File: src/verilog/monitor_port_map.svh
`ifndef MONITOR_PORT_MAP_SVH
`define MONITOR_PORT_MAP_SVH

`define MON_OFS_RX          4'h0
`define MON_OFS_TX          4'h4
`define MON_OFS_STATE       4'h8
`define MON_OFS_CMD         4'hC
`define MON_FIFO_DEPTH      32
`define MON_FIFO_AW         5
`define MON_ST_RX_VALID     0
`define MON_ST_RX_FULL      1
`define MON_ST_TX_EMPTY     2
`define MON_ST_TX_FULL      3
`define MON_ST_IRQ_EN       4
`define MON_CMD_TX_CLR      0
`define MON_CMD_RX_CLR      1
`define MON_CMD_IRQ_EN      4
`define AXI_RESP_OKAY       2'h0
`define AXI_RESP_SLVERR     2'h2

`endif

File: src/verilog/monitor_port_pkg.sv
package monitor_port_pkg;
    typedef logic [7:0] byte_t;
    typedef logic [1:0] resp_t;
    typedef enum logic [2:0] {
        BUS_IDLE  = 3'b001,
        BUS_WRESP = 3'b010,
        BUS_RDATA = 3'b100
    } bus_state_t;
endpackage

File: src/verilog/sem_monitor_fifo_port.sv
`timescale 1ns/1ps
`default_nettype none
`include "monitor_port_map.svh"

module sem_monitor_fifo_port
    import monitor_port_pkg::*;
(
    // Clock and reset
    input  wire logic                    clock_in,
    input  wire logic                    rst_b_in,
    // AXI4-Lite write address and data
    input  wire logic [3:0]              s_axi_awaddr_in,
    input  wire logic                    s_axi_awvalid_in,
    output logic                         s_axi_awready_out,
    input  wire logic [31:0]             s_axi_wdata_in,
    input  wire logic [3:0]              s_axi_wstrb_in,
    input  wire logic                    s_axi_wvalid_in,
    output logic                         s_axi_wready_out,
    // AXI4-Lite write response
    output monitor_port_pkg::resp_t      s_axi_bresp_out,
    output logic                         s_axi_bvalid_out,
    input  wire logic                    s_axi_bready_in,
    // AXI4-Lite read
    input  wire logic [3:0]              s_axi_araddr_in,
    input  wire logic                    s_axi_arvalid_in,
    output logic                         s_axi_arready_out,
    output logic [31:0]                  s_axi_rdata_out,
    output monitor_port_pkg::resp_t      s_axi_rresp_out,
    output logic                         s_axi_rvalid_out,
    input  wire logic                    s_axi_rready_in,
    // Monitor side, incoming bytes
    input  wire logic                    received_byte_valid_in,
    input  wire monitor_port_pkg::byte_t received_byte_in,
    output logic                         received_byte_ready_out,
    // Monitor side, outgoing bytes
    output logic                         outgoing_byte_valid_out,
    output monitor_port_pkg::byte_t      outgoing_byte_out,
    input  wire logic                    outgoing_byte_ready_in,
    // Interrupt
    output logic                         interrupt_out
);
    import monitor_port_pkg::*;

    // Interface-select; the register set only exists for value 0.
    localparam int INTERFACE_SEL = 0;

    logic       rst_meta_r;
    logic       rst_sync_r;
    bus_state_t bus_state_r;
    logic       irq_en_r;
    logic       rx_clr;
    logic       tx_clr;
    logic       rx_push;
    logic       rx_pop;
    logic       tx_push;
    logic       tx_pop;
    byte_t      rx_data;
    byte_t      tx_data;
    logic       rx_empty;
    logic       rx_full;
    logic       tx_empty;
    logic       tx_full;
    logic       tx_fifo_empty;
    logic       tx_sent;
    logic [5:0] rx_level_r;
    logic [5:0] rx_level_nxt;
    logic [5:0] tx_level_r;
    logic [5:0] tx_level_nxt;
    logic       wr_take;
    logic       rd_take;
    logic       cmd_wr;
    logic       rx_empty_d_r;
    logic       tx_empty_d_r;
    logic [7:0] status;
    logic       out_valid_r;
    byte_t      out_byte_r;

    // Reset is released synchronously so all state leaves reset together.
    always_ff @(posedge clock_in or negedge rst_b_in) begin
        if (!rst_b_in) begin
            rst_meta_r <= 1'b0;
            rst_sync_r <= 1'b0;
        end else begin
            rst_meta_r <= 1'b1;
            rst_sync_r <= rst_meta_r;
        end
    end

    // One access at a time; a write needs address and data together.
    assign wr_take = (bus_state_r == BUS_IDLE) && s_axi_awvalid_in && s_axi_wvalid_in
                     && (INTERFACE_SEL == 0);
    assign rd_take = (bus_state_r == BUS_IDLE) && s_axi_arvalid_in && !wr_take
                     && (INTERFACE_SEL == 0);

    assign cmd_wr  = wr_take && (s_axi_awaddr_in == `MON_OFS_CMD) && s_axi_wstrb_in[0];
    assign rx_clr  = cmd_wr && s_axi_wdata_in[`MON_CMD_RX_CLR];
    assign tx_clr  = cmd_wr && s_axi_wdata_in[`MON_CMD_TX_CLR];
    assign tx_push = wr_take && (s_axi_awaddr_in == `MON_OFS_TX) && s_axi_wstrb_in[0]
                     && !tx_full;
    assign rx_pop  = rd_take && (s_axi_araddr_in == `MON_OFS_RX);
    assign rx_push = received_byte_valid_in && received_byte_ready_out;
    assign tx_pop  = !out_valid_r || outgoing_byte_ready_in;
    assign tx_sent = out_valid_r && outgoing_byte_ready_in;

    // The byte parked in the output register still counts as a transmit entry,
    // so full, empty and clear cover every byte that software queued.
    assign tx_level_nxt = tx_clr ? 6'h00 : tx_level_r + 6'(tx_push) - 6'(tx_sent);
    assign rx_level_nxt = rx_clr ? 6'h00 : rx_level_r + 6'(rx_push) - 6'(rx_pop && !rx_empty);
    assign tx_empty = (tx_level_r == 6'h00);
    assign tx_full  = (tx_level_r == 6'(`MON_FIFO_DEPTH));

    assign status = {3'b000,
                     irq_en_r,
                     tx_full,
                     tx_empty,
                     rx_full,
                     !rx_empty};

    monitor_byte_fifo rx_fifo (
        .clock_in     (clock_in),
        .rst_b_in     (rst_sync_r),
        .clear_in     (rx_clr),
        .push_in      (rx_push),
        .push_data_in (received_byte_in),
        .pop_in       (rx_pop),
        .pop_data_out (rx_data),
        .empty_out    (rx_empty),
        .full_out     (rx_full)
    );

    monitor_byte_fifo tx_fifo (
        .clock_in     (clock_in),
        .rst_b_in     (rst_sync_r),
        .clear_in     (tx_clr),
        .push_in      (tx_push),
        .push_data_in (s_axi_wdata_in[7:0]),
        .pop_in       (tx_pop),
        .pop_data_out (tx_data),
        .empty_out    (tx_fifo_empty),
        .full_out     ()
    );

    always_ff @(posedge clock_in or negedge rst_sync_r) begin
        if (!rst_sync_r) begin
            bus_state_r       <= BUS_IDLE;
            s_axi_awready_out <= 1'b0;
            s_axi_wready_out  <= 1'b0;
            s_axi_arready_out <= 1'b0;
            s_axi_bvalid_out  <= 1'b0;
            s_axi_bresp_out   <= `AXI_RESP_OKAY;
            s_axi_rvalid_out  <= 1'b0;
            s_axi_rresp_out   <= `AXI_RESP_OKAY;
            s_axi_rdata_out   <= 32'h0000_0000;
        end else begin
            s_axi_awready_out <= 1'b0;
            s_axi_wready_out  <= 1'b0;
            s_axi_arready_out <= 1'b0;
            case (bus_state_r)
                BUS_IDLE: begin
                    if (wr_take) begin
                        s_axi_awready_out <= 1'b1;
                        s_axi_wready_out  <= 1'b1;
                        s_axi_bvalid_out  <= 1'b1;
                        bus_state_r       <= BUS_WRESP;
                        // Receive, status and control writes all answer OKAY.
                        if (s_axi_awaddr_in == `MON_OFS_TX && tx_full) begin
                            s_axi_bresp_out <= `AXI_RESP_SLVERR;
                        end else begin
                            s_axi_bresp_out <= `AXI_RESP_OKAY;
                        end
                    end else if (rd_take) begin
                        s_axi_arready_out <= 1'b1;
                        s_axi_rvalid_out  <= 1'b1;
                        bus_state_r       <= BUS_RDATA;
                        s_axi_rresp_out   <= `AXI_RESP_OKAY;
                        s_axi_rdata_out   <= 32'h0000_0000;
                        if (s_axi_araddr_in == `MON_OFS_RX) begin
                            s_axi_rdata_out <= {24'h000000, rx_data};
                            if (rx_empty) begin
                                s_axi_rresp_out <= `AXI_RESP_SLVERR;
                            end
                        end else if (s_axi_araddr_in == `MON_OFS_STATE) begin
                            s_axi_rdata_out <= {24'h000000, status};
                        end
                    end
                end
                BUS_WRESP: begin
                    if (s_axi_bready_in) begin
                        s_axi_bvalid_out <= 1'b0;
                        bus_state_r      <= BUS_IDLE;
                    end
                end
                BUS_RDATA: begin
                    if (s_axi_rready_in) begin
                        s_axi_rvalid_out <= 1'b0;
                        bus_state_r      <= BUS_IDLE;
                    end
                end
                default: begin
                    bus_state_r <= BUS_IDLE;
                end
            endcase
        end
    end

    always_ff @(posedge clock_in or negedge rst_sync_r) begin
        if (!rst_sync_r) begin
            irq_en_r <= 1'b0;
        end else if (cmd_wr) begin
            irq_en_r <= s_axi_wdata_in[`MON_CMD_IRQ_EN];
        end
    end

    // Output stage keeps the outgoing stream registered.
    always_ff @(posedge clock_in or negedge rst_sync_r) begin
        if (!rst_sync_r) begin
            out_valid_r <= 1'b0;
            out_byte_r  <= 8'h00;
        end else if (tx_clr) begin
            out_valid_r <= 1'b0;
        end else if (tx_pop) begin
            out_valid_r <= !tx_fifo_empty;
            out_byte_r  <= tx_data;
        end
    end

    assign outgoing_byte_valid_out = out_valid_r;
    assign outgoing_byte_out       = out_byte_r;

    always_ff @(posedge clock_in or negedge rst_sync_r) begin
        if (!rst_sync_r) begin
            rx_level_r              <= 6'h00;
            tx_level_r              <= 6'h00;
            received_byte_ready_out <= 1'b0;
        end else begin
            rx_level_r              <= rx_level_nxt;
            tx_level_r              <= tx_level_nxt;
            // Ready is registered, so it follows the next level and falls at the
            // very edge that fills the last free entry; no byte is lost to overflow, but a byte taken in the cycle of a receive clear is dropped.
            received_byte_ready_out <= (rx_level_nxt != 6'(`MON_FIFO_DEPTH));
        end
    end

    always_ff @(posedge clock_in or negedge rst_sync_r) begin
        if (!rst_sync_r) begin
            rx_empty_d_r  <= 1'b1;
            tx_empty_d_r  <= 1'b1;
            interrupt_out <= 1'b0;
        end else begin
            rx_empty_d_r  <= rx_empty;
            tx_empty_d_r  <= tx_empty;
            interrupt_out <= irq_en_r && ((rx_empty_d_r && !rx_empty)
                             || (!tx_empty_d_r && tx_empty));
        end
    end

    AST_STATUS_RESET_EMPTY: assert property (@(posedge clock_in) disable iff (!rst_sync_r)
        $rose(rst_sync_r) |-> status == 8'h04)
        else $error("Status not 0x04 after reset.");

    AST_RX_EMPTY_SLVERR: assert property (@(posedge clock_in) disable iff (!rst_sync_r)
        rd_take && s_axi_araddr_in == `MON_OFS_RX && rx_empty
        |=> s_axi_rvalid_out && s_axi_rresp_out == `AXI_RESP_SLVERR)
        else $error("Empty receive read did not give SLVERR.");

    AST_TX_FULL_SLVERR: assert property (@(posedge clock_in) disable iff (!rst_sync_r)
        wr_take && s_axi_awaddr_in == `MON_OFS_TX && tx_full
        |=> s_axi_bresp_out == `AXI_RESP_SLVERR && tx_full)
        else $error("Full transmit write not refused.");

    AST_TX_READ_ZERO: assert property (@(posedge clock_in) disable iff (!rst_sync_r)
        rd_take && s_axi_araddr_in == `MON_OFS_TX
        |=> s_axi_rdata_out == 32'h0000_0000 && s_axi_rresp_out == `AXI_RESP_OKAY)
        else $error("Transmit read not zero OKAY.");

    AST_CMD_READ_ZERO: assert property (@(posedge clock_in) disable iff (!rst_sync_r)
        rd_take && s_axi_araddr_in == `MON_OFS_CMD |=> s_axi_rdata_out == 32'h0000_0000)
        else $error("Control read not zero.");

    AST_IRQ_EN_WRITE: assert property (@(posedge clock_in) disable iff (!rst_sync_r)
        cmd_wr |=> irq_en_r == $past(s_axi_wdata_in[`MON_CMD_IRQ_EN]))
        else $error("Interrupt enable not taken from write.");

    AST_RX_CLEAR: assert property (@(posedge clock_in) disable iff (!rst_sync_r)
        rx_clr |=> rx_empty)
        else $error("Receive FIFO not emptied.");

    AST_TX_CLEAR: assert property (@(posedge clock_in) disable iff (!rst_sync_r)
        tx_clr |=> tx_empty ##1 tx_empty || tx_push)
        else $error("Transmit FIFO not emptied.");

    AST_STATUS_READ: assert property (@(posedge clock_in) disable iff (!rst_sync_r)
        rd_take && s_axi_araddr_in == `MON_OFS_STATE
        |=> s_axi_rdata_out[7:5] == 3'b000
            && s_axi_rdata_out[4] == $past(irq_en_r))
        else $error("Status read wrong.");

    AST_IRQ_GATED: assert property (@(posedge clock_in) disable iff (!rst_sync_r)
        interrupt_out |-> $past(irq_en_r))
        else $error("Interrupt pulsed while disabled.");

    AST_STATUS_WRITE_OKAY: assert property (@(posedge clock_in) disable iff (!rst_sync_r)
        wr_take && s_axi_awaddr_in == `MON_OFS_STATE
        |=> s_axi_bvalid_out && s_axi_bresp_out == `AXI_RESP_OKAY)
        else $error("Status write not acknowledged OKAY.");
endmodule
`default_nettype wire

File: src/verilog/monitor_byte_fifo.sv
`timescale 1ns/1ps
`default_nettype none
`include "monitor_port_map.svh"

// Byte FIFO with synchronous clear; clear wins over a same-cycle push or pop.
module monitor_byte_fifo
    import monitor_port_pkg::*;
(
    // Clock and reset
    input  wire logic                   clock_in,
    input  wire logic                   rst_b_in,
    // Control
    input  wire logic                   clear_in,
    // Write side
    input  wire logic                   push_in,
    input  wire monitor_port_pkg::byte_t push_data_in,
    // Read side
    input  wire logic                   pop_in,
    output monitor_port_pkg::byte_t     pop_data_out,
    // Levels
    output logic                        empty_out,
    output logic                        full_out
);
    import monitor_port_pkg::*;

    byte_t                    mem [`MON_FIFO_DEPTH];
    logic [`MON_FIFO_AW-1:0]  wr_ptr_r;
    logic [`MON_FIFO_AW-1:0]  rd_ptr_r;
    logic [`MON_FIFO_AW:0]    count_r;
    logic                     do_push;
    logic                     do_pop;

    assign do_push = push_in && !full_out;
    assign do_pop  = pop_in && !empty_out;
    assign empty_out = (count_r == '0);
    assign full_out  = (count_r == (`MON_FIFO_AW+1)'(`MON_FIFO_DEPTH));
    assign pop_data_out = mem[rd_ptr_r];

    always_ff @(posedge clock_in) begin
        if (do_push) begin
            mem[wr_ptr_r] <= push_data_in;
        end
    end

    always_ff @(posedge clock_in or negedge rst_b_in) begin
        if (!rst_b_in) begin
            wr_ptr_r <= '0;
            rd_ptr_r <= '0;
            count_r  <= '0;
        end else if (clear_in) begin
            wr_ptr_r <= '0;
            rd_ptr_r <= '0;
            count_r  <= '0;
        end else begin
            if (do_push) begin
                wr_ptr_r <= wr_ptr_r + 1'b1;
            end
            if (do_pop) begin
                rd_ptr_r <= rd_ptr_r + 1'b1;
            end
            if (do_push && !do_pop) begin
                count_r <= count_r + 1'b1;
            end else if (do_pop && !do_push) begin
                count_r <= count_r - 1'b1;
            end
        end
    end
endmodule
`default_nettype wire

File: config.mk
export PLATFORM = sky130hd
export DESIGN_NAME = sem_monitor_fifo_port
export DESIGN_NICKNAME = d
export VERILOG_FILES = /design/src/verilog/monitor_port_pkg.sv /design/src/verilog/sem_monitor_fifo_port.sv /design/src/verilog/monitor_byte_fifo.sv
export VERILOG_INCLUDE_DIRS = /design/src /design/src/verilog
export SDC_FILE = /design/constraint.sdc
export NUM_CORES = 1
export LEC_CHECK = 0
export ABC_AREA = 0
export BUFFER_PORTS_ARGS = -buffer_cell sky130_fd_sc_hd__buf_2
export CAP_MARGIN = 20
export CORE_ASPECT_RATIO = 2
export CORE_MARGIN = 3
export CORE_UTILIZATION = 61
export DETAILED_ROUTE_END_ITERATION = 16
export HOLD_SLACK_MARGIN = 0.15
export PLACE_DENSITY = 0.79
export SLEW_MARGIN = 10
export SYNTH_ARGS = -nofsm -noshare
export SYNTH_HDL_FRONTEND = slang
export SYNTH_SLANG_ARGS = --single-unit
export TNS_END_PERCENT = 30
File: constraint.sdc
create_clock -name clock_in -period 3.05 [get_ports clock_in]
set_input_delay 0.305 -clock clock_in [delete_from_list [all_inputs] [get_ports clock_in]]
set_output_delay 0.305 -clock clock_in [all_outputs]
set_load 0.01 [all_outputs]
==> impl_summary.md <==
Run status
The run finished with clean final reports.

Synthesis
In this run the cell area of the synthesized design comes to 24000 um^2. The number of warning messages in the yosys log is 0. The proportion of register bits with asynchronous set or reset after synthesis is 13.1%. The commonest cells after synthesis are 512 x sky130_fd_sc_hd__edfxtp_1, 131 x sky130_fd_sc_hd__nor2_1, 112 x sky130_fd_sc_hd__mux4_2, 74 x sky130_fd_sc_hd__dfrtp_1, 54 x sky130_fd_sc_hd__a21oi_1. The biggest area consumer among synthesized cells is sky130_fd_sc_hd__edfxtp_1. Synthesis produced 1351 cells. The number of register bits inferred by synthesis is 589. The average instance in the mapped netlist occupies 17.7 um^2. Yosys attributes the largest share of cell area to sky130_fd_sc_hd__edfxtp_1 64%, sky130_fd_sc_hd__mux4_2 11%, sky130_fd_sc_hd__dfrtp_1 7.7%. The register area share after synthesis is 72.2%. In this run, synthesis inferred 512 flip-flops with an integrated enable. The post-synthesis cell type count is 71. In this run the biggest area consumer among cell types represents 64.2% of the synthesized area.

Yosys instantiated no cell more often than sky130_fd_sc_hd__edfxtp_1. The dominant synthesized flop cell is sky130_fd_sc_hd__edfxtp_1.

Die
The vertical extent of the die is 286 um. The number of placed I/O pins is 113. The die covers 41800 um^2. The starting utilization of the core area is 61.8%. Row generation in the floorplan step produced 102 rows.

The core region is 38800 um^2. The horizontal die dimension is 146 um.

Worst setup path
The signal on the critical path passes through or4_4, or3_4, inv_4, nor3_4, or2b_4, buf_4, ha_4, o21ai_1, o21bai_1, a21oi_1, mux2i_1, xnor2_1, nor2_1. The endpoint kind of the worst setup timing path is a register. The arrival time of the worst setup path is 3.47 ns.

The worst register-to-register path ends at rx_fifo.count_r[5]. Tracing the worst setup path back leads to its startpoint at rx_fifo.count_r[0]. Setup slack on the worst reg-to-reg path comes out at 0.01 ns. The worst setup path is launched from a register.

The critical path required time is 3.48 ns. The maximum fanout along the worst path is 4. Counting both buffers and inverters, the worst setup path holds a total of 2.

The dominant delay contributor by cell family on the critical path is simple AND/OR/NAND/NOR gates. The cell with the largest stage delay on the worst path is sky130_fd_sc_hd__or4_4. The launching point of the worst reg2reg path is rx_fifo.count_r[0].

In this design, the stage delay of the slowest critical-path cell is 0.54 ns. The start-to-end type of the worst setup path is register to register. For the worst flop-to-flop path, the logic depth is 13.

Place
The cell area after placement is 25300 um^2. The cell count after placement is 1956. At the end of routability-driven placement, the weighted congestion stood at 0.902. The post-place setup slack is -0.176 ns.

The number of buffers inserted by port buffering is 59. The final HPWL from detailed placement is 35800 um.

Power
The ratio of total power to cell area is 835 nW/um^2. Registers are responsible for 43.9% of the overall power. Internal power comes to 15.9 mW.

The maximum resistive drop on vdd is 0.643 mV. The switching share of power is 29.8%. Summed over all nets, the switching power comes to 6.73 mW. The analysis attributes to cell leakage a power of 9.35 nW.

Combinational logic burns 28.7% of the power. The clock network burns 27.4% of the power.

Detailed routing
The final layout contains routed wiring with a total length of 52300 um. The routed layout has 12600 vias. The number of violations reported at the end of detailed-routing iteration 0 is 1025. The first TritonRoute pass finished after 6 iterations.

The detailed-route vias per instance is 6.14. For this run, design rule violations remaining after detail routing come to 0. The final routed wire length divided by cell count is 25.4 um. Once detail routing completed, the nets flagged for antenna violations numbered 0.

Final layout
The count of inserted antenna diode cells is 0. The share of layout cells above drive strength 1 is 24.8%. The layout has 2484 filler cells.

The final layout contains 1598 nets. The area growth from synthesis to layout is 13.0%. Summing all non-filler instances in the final layout gives an area of 27100 um^2. For this run, the number of standard cells in the final layout without fillers is 2058.

STA
The smallest hold slack is 0.209 ns. Setup violations remaining at the end of the flow were counted as 0. Static timing analysis puts the maximum clock frequency at 0.329 GHz. In the final timing run, aggregate negative setup slack is 0 ns. Measured against its own limit, the worst slew margin works out to 41.3%.

The time the worst path needs with I/O delays and setup is 3.04 ns. At the pin with the least slew margin, the transition time is 0.878 ns. Setup repair after global routing could not meet its margin everywhere. The maximum clock skew at final layout is 0.0161 ns.

The setup slack of the critical path after layout is 0.0122 ns. The worst path uses 99.6% of the clock period. The number of failing hold endpoints at the final stage was 0. The final-report max-slew violation count is 0.

CTS
The H-tree was split into 2 levels. The cell at the root of the clock tree is sky130_fd_sc_hd__clkbuf_16. The clock input transition at the sequential cells of the worst setup and hold paths is 0.07 ns. The clock reaches the later pin of the worst-skew pair after 0.57 ns.

The TritonCTS clock tree is built. The number of buffers added by the clock tree synthesis step is 48. The count of clock tree sinks is 589. The maximum buffer depth of the clock tree is 3.

Worst hold path
The worst hold path class is input pin to register. The worst hold path stage count is 4. The capture endpoint of the worst hold path is s_axi_rdata_out[1]. The worst hold path begins at s_axi_araddr_in[0].

Global route
The via count of the first global-routing pass is 13400. The first global-routing pass estimated 80100 um of wire. The initial antenna violation count is 0. Entering global routing, the biggest net connects 46 pins. Global routing used 25.4% of the available tracks. Global routing finished with a remaining overflow of 0.

Job
The tool flagged a number of max-cap violations equal to 0.
-- worst max-delay path by stage --
stage	to	slack, ns	depth (start not counted)
after floorplan	received_byte_ready_out	-0.11	13
after global placement	rx_fifo.count_r[5]	-0.04	11
after detailed placement	rx_fifo.count_r[5]	-0.18	11
after CTS	rx_fifo.count_r[5]	-0.04	13
after global routing	tx_fifo.count_r[5]	-0.12	12
final	rx_fifo.count_r[5]	0.01	13
-- worst min-delay path, cell delays in order --
cell and delay, ns:
sky130_fd_sc_hd__buf_2 0.09, sky130_fd_sc_hd__nor3_1 0.07, sky130_fd_sc_hd__nand2_1 0.15, sky130_fd_sc_hd__o211ai_1 0.11
-- layer usage --
layer	global-route usage (%)	share of wire, %	vias up
met5	0	0	-
met4	11.2	4.6	0
met3	2.91	4.9	126
met2	49.6	59	528
met1	27.3	32	6444
li1	-	-	5531
-- what timing repair did --
item	4_1_cts	5_1_grt
pin swaps	2	13
endpoints found under the hold margin	22	0
setup endpoints to repair	6	7
setup buffers	1	5
hold buffers	8	0
resized for setup	8	10
-- area by class of cell --
type                       instances  area, um^2  share of cell area, %
sequential                       589       17300                   63.9
clock buffer                      55        1280                   4.72
inverter                          40         155                  0.573
clock inverter                    33         299                   1.10
timing repair buffer             163        1150                   4.23
multi-input combinational        658        6230                   23.0
tap                              520         651                   2.40
-- power groups by stage --
stage	Sequential, mW	Clock, mW	Combinational [mW]
final	9.93	6.19	6.49
after CTS	9.92	6.30	6.39
after detailed placement	10.1	0	6.28
after floorplan	9.82	0	4.54
after global placement	10.0	0	6.10
after global routing	9.99	6.60	7.01
-- sequential cells by signal, summed over array words and instances, names as in the netlist, 3 cells and up --
signal	flops
bus_state_r	3
outgoing_byte_out	8
rx_fifo.count_r	6
rx_fifo.mem	256
rx_fifo.rd_ptr_r	5
rx_fifo.wr_ptr_r	5
rx_level_r	6
s_axi_rdata_out	8
tx_fifo.count_r	6
tx_fifo.mem	256
tx_fifo.rd_ptr_r	5
tx_fifo.wr_ptr_r	5
tx_level_r	6
-- cell usage in the layout, fill, tap and decap left out, types with 27 or more instances in the layout --
cell type and count:
sky130_fd_sc_hd__conb_1 27, sky130_fd_sc_hd__buf_2 59, sky130_fd_sc_hd__clkbuf_16 49, sky130_fd_sc_hd__ha_1 29, sky130_fd_sc_hd__mux4_2 112, sky130_fd_sc_hd__a22oi_1 40, sky130_fd_sc_hd__mux2i_1 42, sky130_fd_sc_hd__nor2_1 131
sky130_fd_sc_hd__inv_1 38, sky130_fd_sc_hd__buf_4 92, sky130_fd_sc_hd__edfxtp_1 512, sky130_fd_sc_hd__a21oi_1 52, sky130_fd_sc_hd__nand2_1 34, sky130_fd_sc_hd__dfrtp_1 71
-- cells by family after synthesis --
logic type,share of synthesized area [%]
buf+inv,2.56
xor+xnor,1.24
simple gates,4.76
flops,72.2
fa+ha+maj,2.06
mux,12.4
other cells,0.0313
compound gates,4.72
-- through the flow --
step | power (mW) | util, %
2_1_floorplan | 14.4 | -
3_3_place_gp | 16.1 | 65.2
3_5_place_dp | 16.4 | 65.2
4_1_cts | 22.6 | 69.6
5_1_grt | 23.6 | 69.8
6_report | 22.6 | 69.8
Power figures use the tool's default switching activity.
